===== src/rtc_pkg.sv =====
package rtc_pkg;

   // ==========================================================
   // Address map
   localparam logic [31:0] RTC_BASE_ADDR      = 32'h4000_8000;
   localparam int          NUM_REGS           = 13;
   localparam logic [7:0]  OFS_INIT_KEY       = 8'h00;
   localparam logic [7:0]  OFS_ACCESS_UNLOCK  = 8'h04;
   localparam logic [7:0]  OFS_FREQ_TRIM      = 8'h08;
   localparam logic [7:0]  OFS_TIME_COUNT     = 8'h0C;
   localparam logic [7:0]  OFS_CALENDAR_COUNT = 8'h10;
   localparam logic [7:0]  OFS_HOUR_FORMAT    = 8'h14;
   localparam logic [7:0]  OFS_WEEKDAY        = 8'h18;
   localparam logic [7:0]  OFS_ALARM_TIME     = 8'h1C;
   localparam logic [7:0]  OFS_ALARM_CALENDAR = 8'h20;
   localparam logic [7:0]  OFS_LEAP_YEAR      = 8'h24;
   localparam logic [7:0]  OFS_IRQ_ENABLE     = 8'h28;
   localparam logic [7:0]  OFS_IRQ_FLAGS      = 8'h2C;
   localparam logic [7:0]  OFS_TICK_PERIOD    = 8'h30;

   // Word indices, used for storage and decode
   localparam logic [3:0]  IDX_INIT_KEY       = 4'h0;
   localparam logic [3:0]  IDX_ACCESS_UNLOCK  = 4'h1;
   localparam logic [3:0]  IDX_FREQ_TRIM      = 4'h2;
   localparam logic [3:0]  IDX_TIME_COUNT     = 4'h3;
   localparam logic [3:0]  IDX_CALENDAR_COUNT = 4'h4;
   localparam logic [3:0]  IDX_HOUR_FORMAT    = 4'h5;
   localparam logic [3:0]  IDX_WEEKDAY        = 4'h6;
   localparam logic [3:0]  IDX_ALARM_TIME     = 4'h7;
   localparam logic [3:0]  IDX_ALARM_CALENDAR = 4'h8;
   localparam logic [3:0]  IDX_LEAP_YEAR      = 4'h9;
   localparam logic [3:0]  IDX_IRQ_ENABLE     = 4'hA;
   localparam logic [3:0]  IDX_IRQ_FLAGS      = 4'hB;
   localparam logic [3:0]  IDX_TICK_PERIOD    = 4'hC;

   // ==========================================================
   // Reset values and implemented bits
   localparam logic [31:0] RST_FREQ_TRIM      = 32'h0000_0700;
   localparam logic [31:0] RST_CALENDAR       = 32'h0005_0101;
   localparam logic [31:0] RST_HOUR_FORMAT    = 32'h0000_0001;
   localparam logic [31:0] RST_WEEKDAY        = 32'h0000_0006;
   localparam logic [31:0] RST_ZERO           = 32'h0000_0000;
   localparam logic [31:0] MASK_FREQ_TRIM     = 32'h0000_0F3F;
   localparam logic [31:0] MASK_TIME          = 32'h003F_7F7F;
   localparam logic [31:0] MASK_CALENDAR      = 32'h00FF_1F3F;
   localparam logic [31:0] MASK_HOUR_FORMAT   = 32'h0000_0001;
   localparam logic [31:0] MASK_WEEKDAY       = 32'h0000_0007;
   localparam logic [31:0] MASK_IRQ           = 32'h0000_0003;
   localparam logic [31:0] MASK_TICK_PERIOD   = 32'h0000_000F;

   // ==========================================================
   // Keys, status bits and timing
   localparam logic [31:0] INIT_KEY_VALUE     = 32'hA5EB_1357;
   localparam logic [15:0] UNLOCK_PASSWORD    = 16'hA965;
   localparam int          ACTIVE_STATUS_BIT  = 0;
   localparam int          OPEN_FLAG_BIT      = 16;
   localparam int          WINDOW_RTC_CLOCKS  = 1024;
   localparam logic [1:0]  WRITE_DELAY_TICKS  = 2'h2;

endpackage


===== src/rtc_helpers.sv =====
// ==========================================================
// RTC clock pin synchroniser: one pulse per rising edge
module rtc_clk_sync (
   input  wire logic clk,
   input  wire logic nrst,
   input  wire logic rtc_clk_pin,
   output logic      rtc_tick
);
   logic [2:0] sync_reg;
   logic       level_reg;

   // Three stages; first stage feeds only the second
   always_ff @(posedge clk or negedge nrst) begin
      if (!nrst) begin
         sync_reg <= 3'h0;
      end else begin
         sync_reg <= {sync_reg[1:0], rtc_clk_pin};
      end
   end

   // Level moves only when stages two and three agree
   always_ff @(posedge clk or negedge nrst) begin
      if (!nrst) begin
         level_reg <= 1'b0;
         rtc_tick  <= 1'b0;
      end else begin
         rtc_tick <= 1'b0;
         if (sync_reg[1] == sync_reg[2]) begin
            level_reg <= sync_reg[2];
            rtc_tick  <= sync_reg[2] && !level_reg;
         end
      end
   end
endmodule

// ==========================================================
// Access window: open for a fixed number of RTC clocks
module access_window_timer #(
   parameter int TICKS = 1024
) (
   input  wire logic clk,
   input  wire logic nrst,
   input  wire logic start,
   input  wire logic rtc_tick,
   output logic      open_flag
);
   localparam int CW = $clog2(TICKS + 1);
   localparam logic [CW-1:0] LAST = CW'(TICKS - 1);

   logic [CW-1:0] count_reg;

   // A fresh password restarts the full window
   always_ff @(posedge clk or negedge nrst) begin
      if (!nrst) begin
         open_flag <= 1'b0;
         count_reg <= '0;
      end else if (start) begin
         open_flag <= 1'b1;
         count_reg <= '0;
      end else if (open_flag && rtc_tick) begin
         count_reg <= count_reg + 1'b1;
         if (count_reg == LAST) begin
            open_flag <= 1'b0;
         end
      end
   end
endmodule


===== src/rtc_regs.sv =====
// How it works
// - Held in reset until init key written
// - Init key upper bits write-only, read zero
// - Init key bit 0 shows active status
// - Password 0xA965 opens access for 1024 clocks
// - Open flag sets, clears after 1024 clocks
// - Open: all registers read/write except leap-year
// - Shut: control registers RW, time registers read-only
// - Shut: trim, alarms, tick period fully hidden
// - Leap-year register always read-only
// - Thirteen word registers, offsets 0x00 to 0x30
// - Documented reset values, others zero
// - Writes land after two RTC clocks
//
// The AHB-Lite interface to the registers is this design's own decision.
module rtc_regs
   import rtc_pkg::*;
#(
   parameter int WINDOW_TICKS = WINDOW_RTC_CLOCKS
) (
   input  wire logic        clk,
   input  wire logic        nrst,
   input  wire logic        rtc_clk_pin,
   input  wire logic        hsel,
   input  wire logic [31:0] haddr,
   input  wire logic [1:0]  htrans,
   input  wire logic        hwrite,
   input  wire logic [2:0]  hsize,
   input  wire logic [31:0] hwdata,
   input  wire logic        hready,
   output logic             hreadyout,
   output logic [31:0]      hrdata,
   output logic             hresp,
   output logic             active_status,
   output logic             access_open_flag
);

   // ==========================================================
   // Types and decode helpers
   // Bus handshake states; WCAP is the data phase that takes hwdata
   typedef enum logic [1:0] {
      BUS_IDLE  = 2'b00,
      BUS_READ  = 2'b01,
      BUS_WRITE = 2'b10,
      BUS_WCAP  = 2'b11
   } bus_state_t;

   // Reset value of each stored word
   function automatic logic [31:0] reg_reset(input logic [3:0] idx);
      case (idx)
         IDX_FREQ_TRIM:      reg_reset = RST_FREQ_TRIM;
         IDX_CALENDAR_COUNT: reg_reset = RST_CALENDAR;
         IDX_HOUR_FORMAT:    reg_reset = RST_HOUR_FORMAT;
         IDX_WEEKDAY:        reg_reset = RST_WEEKDAY;
         default:            reg_reset = RST_ZERO;
      endcase
   endfunction

   // Bits that hold state; the rest read as zero
   function automatic logic [31:0] reg_mask(input logic [3:0] idx);
      case (idx)
         IDX_FREQ_TRIM:                         reg_mask = MASK_FREQ_TRIM;
         IDX_TIME_COUNT, IDX_ALARM_TIME:        reg_mask = MASK_TIME;
         IDX_CALENDAR_COUNT, IDX_ALARM_CALENDAR: reg_mask = MASK_CALENDAR;
         IDX_HOUR_FORMAT:                       reg_mask = MASK_HOUR_FORMAT;
         IDX_WEEKDAY:                           reg_mask = MASK_WEEKDAY;
         IDX_IRQ_ENABLE, IDX_IRQ_FLAGS:         reg_mask = MASK_IRQ;
         IDX_TICK_PERIOD:                       reg_mask = MASK_TICK_PERIOD;
         default:                               reg_mask = RST_ZERO;
      endcase
   endfunction

   // Locked registers are hidden entirely while the window is shut
   function automatic logic reg_readable(input logic [3:0] idx, input logic open);
      case (idx)
         IDX_FREQ_TRIM, IDX_ALARM_TIME, IDX_ALARM_CALENDAR, IDX_TICK_PERIOD:
            reg_readable = open;
         default:
            reg_readable = (idx < 4'(NUM_REGS));
      endcase
   endfunction

   // Control words stay writable while shut; leap-year never is
   function automatic logic reg_writable(input logic [3:0] idx, input logic open);
      case (idx)
         IDX_INIT_KEY, IDX_ACCESS_UNLOCK, IDX_HOUR_FORMAT, IDX_IRQ_ENABLE, IDX_IRQ_FLAGS:
            reg_writable = 1'b1;
         IDX_LEAP_YEAR:
            reg_writable = 1'b0;
         default:
            reg_writable = open && (idx < 4'(NUM_REGS));
      endcase
   endfunction

   // ==========================================================
   // Declarations
   bus_state_t    bus_state_reg;
   logic [3:0]    idx_reg;
   logic          hit_reg;
   // Crossing buffer: one write waiting for two RTC edges
   logic          pending_valid_reg;
   logic [3:0]    pending_idx_reg;
   logic [31:0]   pending_data_reg;
   logic [1:0]    pending_ticks_reg;
   logic          active_reg;
   logic [31:0]   regs_reg [NUM_REGS];
   logic          rtc_tick;
   logic          open_flag;
   logic          accept;
   logic          addr_hit;
   logic [3:0]    addr_idx;
   logic          commit;
   logic          unlock_start;
   logic [31:0]   read_word;

   // ==========================================================
   // RTC clock edge detection and the access window
   // The pin is sampled by clk; only its rising edges matter
   rtc_clk_sync u_sync (
      .clk         (clk),
      .nrst        (nrst),
      .rtc_clk_pin (rtc_clk_pin),
      .rtc_tick    (rtc_tick)
   );

   access_window_timer #(
      .TICKS (WINDOW_TICKS)
   ) u_window (
      .clk       (clk),
      .nrst      (nrst),
      .start     (unlock_start),
      .rtc_tick  (rtc_tick),
      .open_flag (open_flag)
   );

   // ==========================================================
   // Address decode
   // Only the low byte is decoded; the fabric selects the block base
   // Misaligned or out-of-range offsets miss and behave as unmapped
   assign accept   = hsel && htrans[1] && hready;
   assign addr_idx = haddr[5:2];
   assign addr_hit = (haddr[7:6] == 2'h0) && (haddr[1:0] == 2'h0)
                     && (addr_idx < 4'(NUM_REGS));

   // ==========================================================
   // Bus state machine
   // Every transfer takes one wait state; writes wait further while an
   // earlier write is still crossing into the RTC clock
   always_ff @(posedge clk or negedge nrst) begin
      if (!nrst) begin
         bus_state_reg <= BUS_IDLE;
         hreadyout     <= 1'b1;
         idx_reg       <= 4'h0;
         hit_reg       <= 1'b0;
      end else begin
         unique case (bus_state_reg)
            BUS_IDLE, BUS_WCAP: begin
               if (accept) begin
                  idx_reg       <= addr_idx;
                  hit_reg       <= addr_hit;
                  hreadyout     <= 1'b0;
                  bus_state_reg <= hwrite ? BUS_WRITE : BUS_READ;
               end else begin
                  bus_state_reg <= BUS_IDLE;
               end
            end
            BUS_READ: begin
               // Registered read data costs exactly one wait state
               hreadyout     <= 1'b1;
               bus_state_reg <= BUS_IDLE;
            end
            BUS_WRITE: begin
               // Hold off until the crossing buffer is free
               if (!pending_valid_reg) begin
                  hreadyout     <= 1'b1;
                  bus_state_reg <= BUS_WCAP;
               end
            end
         endcase
      end
   end

   // Response is always OKAY
   // Kept in a flop so that every bus output leaves a register
   always_ff @(posedge clk or negedge nrst) begin
      if (!nrst) begin
         hresp <= 1'b0;
      end else begin
         hresp <= 1'b0;
      end
   end

   // ==========================================================
   // Read data
   // Status bits come from flags already clocked by clk
   always_comb begin
      read_word = 32'h0000_0000;
      if (hit_reg && reg_readable(idx_reg, open_flag)) begin
         unique case (idx_reg)
            IDX_INIT_KEY: begin
               // Key bits 31:1 are write-only and always read back as zero
               read_word[ACTIVE_STATUS_BIT] = active_reg;
            end
            IDX_ACCESS_UNLOCK: begin
               read_word[OPEN_FLAG_BIT] = open_flag;
            end
            default: begin
               read_word = regs_reg[idx_reg] & reg_mask(idx_reg);
            end
         endcase
      end
   end

   // Hidden or unmapped words read as zero
   // Loaded only at the end of a read, so hrdata stands until the next
   always_ff @(posedge clk or negedge nrst) begin
      if (!nrst) begin
         hrdata <= 32'h0000_0000;
      end else if (bus_state_reg == BUS_READ) begin
         hrdata <= read_word;
      end
   end

   // ==========================================================
   // Write crossing
   // Permission is checked against the window at the moment software
   // writes; a write that later lands after the window shut still lands
   always_ff @(posedge clk or negedge nrst) begin
      if (!nrst) begin
         pending_valid_reg <= 1'b0;
         pending_idx_reg   <= 4'h0;
         pending_data_reg  <= 32'h0000_0000;
         pending_ticks_reg <= 2'h0;
      end else if (bus_state_reg == BUS_WCAP) begin
         // One write in flight at most; the bus stalls any later one
         // Until the key is accepted only the init key may be written
         if (hit_reg && reg_writable(idx_reg, open_flag)
             && (active_reg || idx_reg == IDX_INIT_KEY)) begin
            pending_valid_reg <= 1'b1;
            pending_idx_reg   <= idx_reg;
            pending_data_reg  <= hwdata;
            pending_ticks_reg <= 2'h0;
         end
      end else if (pending_valid_reg && rtc_tick) begin
         pending_ticks_reg <= pending_ticks_reg + 2'h1;
         if (commit) begin
            pending_valid_reg <= 1'b0;
         end
      end
   end

   // Commit on the second RTC clock edge after capture
   // Counting synced edges keeps the delay in RTC periods at any clk rate that samples each pin level at least twice
   assign commit = pending_valid_reg && rtc_tick
                   && (pending_ticks_reg == WRITE_DELAY_TICKS - 2'h1);

   assign unlock_start = commit && (pending_idx_reg == IDX_ACCESS_UNLOCK)
                         && (pending_data_reg[15:0] == UNLOCK_PASSWORD);

   // ==========================================================
   // Initialisation
   // Once set nothing but the bus reset clears it
   // A wrong key changes nothing, so software may simply try again
   always_ff @(posedge clk or negedge nrst) begin
      if (!nrst) begin
         active_reg <= 1'b0;
      end else if (commit && pending_idx_reg == IDX_INIT_KEY
                   && pending_data_reg == INIT_KEY_VALUE) begin
         active_reg <= 1'b1;
      end
   end

   // ==========================================================
   // Register storage
   // Init key, unlock and leap-year words hold no stored bits
   // Reserved bits are dropped on entry and never come back on a read
   generate
      for (genvar i = 0; i < NUM_REGS; i++) begin : g_store
         always_ff @(posedge clk or negedge nrst) begin
            if (!nrst) begin
               regs_reg[i] <= reg_reset(4'(i));
            end else if (commit && pending_idx_reg == 4'(i)) begin
               regs_reg[i] <= pending_data_reg & reg_mask(4'(i));
            end
         end
      end
   endgenerate

   // ==========================================================
   // Status outputs
   // Registered copies, so the pins never show decode glitches
   always_ff @(posedge clk or negedge nrst) begin
      if (!nrst) begin
         active_status    <= 1'b0;
         access_open_flag <= 1'b0;
      end else begin
         active_status    <= active_reg;
         access_open_flag <= open_flag;
      end
   end

endmodule


===== config.mk =====
export PLATFORM = sky130hd
export DESIGN_NAME = rtc_regs
export DESIGN_NICKNAME = d
export VERILOG_FILES = /design/src/rtc_pkg.sv /design/src/rtc_helpers.sv /design/src/rtc_regs.sv
export SDC_FILE = /design/constraint.sdc
export NUM_CORES = 1
export LEC_CHECK = 0
export BUFFER_PORTS_ARGS = -buffer_cell sky130_fd_sc_hd__buf_2
export CELL_PAD_IN_SITES_DETAIL_PLACEMENT = 1
export CELL_PAD_IN_SITES_GLOBAL_PLACEMENT = 1
export CORE_AREA = 2 2 138 140
export DETAILED_ROUTE_END_ITERATION = 7
export DIE_AREA = 0 0 140 142
export GPL_TIMING_DRIVEN = 0
export PLACE_DENSITY_LB_ADDON = 0.25
export SYNTH_ARGS = -nofsm -noshare
export SYNTH_HDL_FRONTEND = slang
export SYNTH_SLANG_ARGS = --single-unit

===== constraint.sdc =====
create_clock -name clk -period 3.25 [get_ports clk]
set_clock_uncertainty 0.15 [all_clocks]
set_input_delay 0 -clock clk [delete_from_list [all_inputs] [get_ports clk]]
set_output_delay 0 -clock clk [all_outputs]
set_load 0.01 [all_outputs]

* Yosys cells after proc, flatten, opt, wreduce, memory -nomap -nowiden
Memories as Yosys holds them, arrays and structs flattened.
Index checks and enable logic that the tools add are counted.
** Cells by class
- $add $sub $neg :: 2
- Equality and inequality tests :: 31
- Bitwise gates (word level) :: 2
- Magnitude comparators :: 3
- Mux-type cells :: 33
- Reductions and logical operators :: 47
** Operators by type and width (number)
- $mux 32 :: 5
- $bmux 32 s4 :: 1
- $eq 4x4->1 const B :: 9
- $and 32x32->32 :: 1
- $eq 32x32->1 const B :: 1
- $mux 15 :: 2
- $logic_and 1x1->1 :: 26
- $eq 4x3->1 const B :: 6
- $mux 11 :: 2
- $eq 16x16->1 const B :: 1
- $eq 4x2->1 const B :: 3
- $mux 1 :: 12
- $mux 2 :: 6
- $add 11x1->11 const B :: 1
- $eq 11x10->1 const B :: 1
- $reduce_and 2->1 :: 5
- $eq 4x1->1 const B :: 2
- $logic_not 4->1 :: 2
- $lt 4x4->1 const B :: 2
- $reduce_bool 2->1 :: 4
- $logic_not 2->1 :: 3
- $pmux 1 s2 :: 3
- $pmux 2 s3 :: 1
- $ge 5x5->1 const B :: 1
- other kinds (14) :: 18
** Storage, ports and cells
- Register bits after elaboration :: 199
- Output and inout port bits :: 36
- Word-level logic and storage cells :: 146
- Bits in read-only memories :: 352
- Input port bits :: 75
- Memories :: 1
** Memory list
- (name not given) :: depth 16, width 22, read ports 1, clocked after Yosys merged registers in 0, wr ports 0, line rtc_regs.sv:61 : case (idx)

* Logic depth before layout (Yosys ltp)
- Word-level depth :: 8
- Mapped depth :: 10
- Gate-level depth less buffers :: 7

* Cells and area by module
Synthesis repeated with hierarchy kept, for this count alone.
** Unflattened totals
- Cell total of the unflattened synthesis :: 681
- Area, all modules :: 8638.3 um^2
** Modules (own cells, without submodules)
- rtc_regs :: cells each 612, area an instance 7885.1 um^2, instances 1, seq. area each 4317.9 um^2
- access_window_timer :: cells each 62, area an instance 606.8 um^2, instances 1, seq. area each 300.3 um^2
- rtc_clk_sync :: cells each 7, area an instance 146.4 um^2, instances 1, seq. area each 125.1 um^2

* Worst setup path after synthesis
No wires, ideal clock.
- Path kind :: flip-flop to flip-flop
- Start point :: register idx_reg[1]
- End point :: register pending_data_reg[17]
- Required time :: 2.975 ns
- Library setup time :: 0.125 ns
- Data arrival time :: 2.212 ns
- Stages on the path, launching flop included :: 11
- Buffers on the path :: 3
- Clock period less this slack :: 2.486 ns
- Slack :: 0.764 ns
- Cell sequence :: dfrtp_1 > buf_2 > inv_1 > ha_1 > nor2_1 > a211oi_1 > a221oi_1 > nor3_1 > buf_2 > buf_6 > mux2_2
** Between the ends
- Longest elaborated chain between the ends :: 7
- Elaborated cells on any way between the ends :: 15
- Those cells by class :: 1 x order compare; 5 x eq/ne; 2 x mux; 7 x reduce/logical
** Ends and longest elaborated chain
- from (decl) :: line rtc_regs.sv:98 : logic [3:0] idx_reg;
- from (signal assigned) :: line rtc_regs.sv:159 : idx_reg <= addr_idx;
- $lt 4x4->1, or another cell as far along :: line rtc_regs.sv:91 : reg_writable = open && (idx < 4'(NUM_REGS));
- $logic_and 1x1->1 or $reduce_or 5->1 (tied branches) :: line rtc_regs.sv:91, rtc_regs.sv:85
- $pmux 1 s2 :: line rtc_regs.sv:85 : case (idx)
- $mux 1 :: line rtc_regs.sv:234 : end else if (bus_state_reg == BUS_WCAP) begin
- $logic_and 1x1->1 :: line rtc_regs.sv:237 : if (hit_reg && reg_writable(idx_reg, open_flag)
- $logic_and 1x1->1 (*) :: line rtc_regs.sv:238 : && (active_reg || idx_reg == IDX_INIT_KEY)) begin
- $reduce_and 2->1 (no source line) (*)
- to (signal assigned) :: line rtc_regs.sv:241 : pending_data_reg <= hwdata;
- to (decl) :: line rtc_regs.sv:103 : logic [31:0] pending_data_reg;
Mark *: on every way between the ends. The rest lies on a longest branch, timed or not. The select of a mux whose other input is x is not followed.
A chain may end at the register's enable or synchronous reset.

* Worst setup path after layout
- Start point :: register idx_reg[1]
- End point :: register pending_data_reg[22]
The elaborated chain is that of the path after synthesis.

==> results.json <==
{
  "status": "finished with violations",
  "violations": "design-rule violations",
  "fp.dieH_um": 142,
  "fin_crit_ps": 3030,
  "wl_um": 23420,
  "numPortBuffers": 71,
  "dr.pass1.iters": 7,
  "dr.first_iter.drc_count": 328,
  "dp_slack_ps": 28.44,
  "layout-drive-gt1-share_pct": 36.27,
  "setup_ws_ps": 220.1,
  "syn_avg_cell_area_um2": 13.01,
  "rows": 50,
  "synth.largest_area_cell": "dfrtp_1",
  "synthArstFlopShare_pct": 100.0,
  "finalHoldViolations": 0,
  "ys_ff_latch": 189,
  "worstSetupStartpoint": "idx_reg[1]",
  "fillerInstances": 1889,
  "ant_nets": 0,
  "wl_per_cell_um": 22.30,
  "antenna_cells": 0,
  "route.vias.total": 5917,
  "crit_arrival_ps": 3200,
  "critical_path_class": "reg -> reg",
  "drv_cap": 0,
  "worstMarginPinSlew_ps": 1209,
  "clk_latency_ps": 440,
  "regToRegSetupSlack_ps": 220,
  "r2r-start": "idx_reg[1]",
  "drc": 8,
  "antenna_found_initial": 0,
  "seq_area_um2": 4743,
  "synth_area_leaders": "dfrtp_1, mux2_2, dfstp_2",
  "post-route-util_pct": 55.78,
  "rsz0062_at_grt": "false",
  "grt_usage_pct": 24.49,
  "syn_area_um2": 8536,
  "clkTransAtPathRegs_ps": 80,
  "cts_made_buffers": 17,
  "critPathMaxFanout": 10,
  "whs_ps": 5.619,
  "multi_input_comb_area_um2": 3523,
  "grt_pass1_wl_um": 36930,
  "power-per-cell-area_nw_per_um2": 484.6,
  "post-route-period-util_pct": 93.23,
  "dp_hpwl_um": 15470,
  "worst-r2r-cell-count": 10,
  "htree_levels": 4,
  "grt_pass1_vias": 6527,
  "netlist_instances": 656,
  "core_um2": 18460,
  "globalplace.congestion": 0.8223,
  "cp.required_ps": 3420,
  "setup_viol": 0,
  "ys_seq_area_share_pct": 55.57,
  "fmax_ghz": 0.3300,
  "grt_max_degree": 103,
  "largest_reg_flops": 100,
  "ys_types": 62,
  "drv_slew": 0,
  "grt-ovfl-total": 0,
  "area_delta_synth_final_pct": 20.59,
  "tritoncts": "done",
  "cts.sinks": 189,
  "maxSlewHeadroom_pct": 19.07,
  "final_common_cell": "dfrtp_1",
  "synth_warnings": 0,
  "fin_nets": 888,
  "leakage_nw": 4.951,
  "reg2reg_to": "pending_data_reg[22]",
  "fin_setup_tns_ps": 0,
  "initial_utilization_pct": 46.25,
  "boundaryPins": 111,
  "cts-root-buf": "clkbuf_16",
  "yosysTopAreaCellShare_pct": 52.18,
  "die_x_um": 140,
  "cts.path.max_buffers": 2,
  "die_area_um2": 19880,
  "cp-end-kind": "register",
  "vias_per_cell": 5.635,
  "hold_class": "in -> async",
  "max-vdd-ir-drop_mv": 0.3324,
  "cp-start-kind": "register",
  "yosys_most_used_dff": "dfrtp_1",
  "final_cell_mix": "dfrtp_1, mux2_2, buf_2",
  "synth_edf_count": 0
}
[critical path: stages, from the launching register on]
cell	delay (ps)
dfrtp_1	420
buf_2	220
inv_1	220
ha_1	360
nor2b_1	110
o21ai_0	240
a221oi_1	130
nor3_2	240
buf_4	270
buf_6	190
mux2_2	370
[logic make-up after synthesis]
kind of cell	share of synthesized area [%]
buffers and inverters	3.650
other	0.04393
AOI/OAI and AO/OA	8.077
DFF	55.57
adders and majority gates	1.583
and+or+nand+nor	8.473
muxes	21.58
xor gates and xnor gates	1.026
[synthesized netlist by cell type, types with 11 or more instances]
cell type and n:
a21oi_1 14, a22o_1 12, buf_2 15, buf_4 12
dfrtp_1 178, dfstp_2 11, inv_1 15, mux2_2 136
mux2i_1 25, nand2_1 30, nor2_1 35, o21ai_0 13
o2bb2ai_1 16
[report_power, final]
part / internal, mW / switching, mW
Sequential: 2.37 / 0.0221
Combinational: 0.195 / 0.347
Clock: 1.03 / 1.02
[how the worst max path moves through the flow]
| stage | endpoint | slack (ps) | cells past startpoint |
|---|---|---|---|
| 2_1_floorplan | pending_data_reg[17] | 760 | 10 |
| 3_3_place_gp | hrdata[9] | -840 | 1 |
| 3_5_place_dp | pending_data_reg[18] | 30 | 10 |
| 4_1_cts | pending_data_reg[18] | 70 | 10 |
| 5_1_grt | pending_data_reg[22] | 20 | 10 |
| 6_report | pending_data_reg[22] | 220 | 10 |
[layer usage]
layer | global-route usage [%] | part of all wire, % | vias to the layer above
li1 | - | - | 2655
met1 | 30.45 | 43 | 3094
met2 | 44.00 | 52 | 137
met3 | 5.047 | 3.7 | 31
met4 | 6.167 | 1.5 | 0
met5 | 0 | 0 | -
[cell type report]
| class | instances | area share (%) |
|---|---|---|
| clock buffers | 18 | 4.266 |
| well taps | 234 | 2.844 |
| clock inverters | 14 | 1.240 |
| flip-flops and latches | 189 | 46.08 |
| plain buffers | 42 | 2.467 |
| multi-input cells | 419 | 34.23 |
| repair buffers | 118 | 8.290 |
| inverters | 16 | 0.5834 |
[timing repair]
action | CTS | global route
hold buffers | 46 | 0
hold endpoints to repair | 142 | 0
gates resized for setup | 1 | 1
buffers inserted | 0 | 0
endpoints found under the setup margin | 5 | 27
cloned | 0 | 0
[per-stage QoR]
stage | total power, mW | std cells | cell area [um^2]
after floorplan | 2.711 | 666 | 8573
after global placement | 2.907 | 971 | 9221
after detailed placement | 2.929 | 972 | 9259
after CTS | 5.008 | 1050 | 10290
after global routing | 5.144 | 1050 | 10290
final | 4.988 | 1050 | 10290
Note: power is estimated with default switching activity, not from simulation.
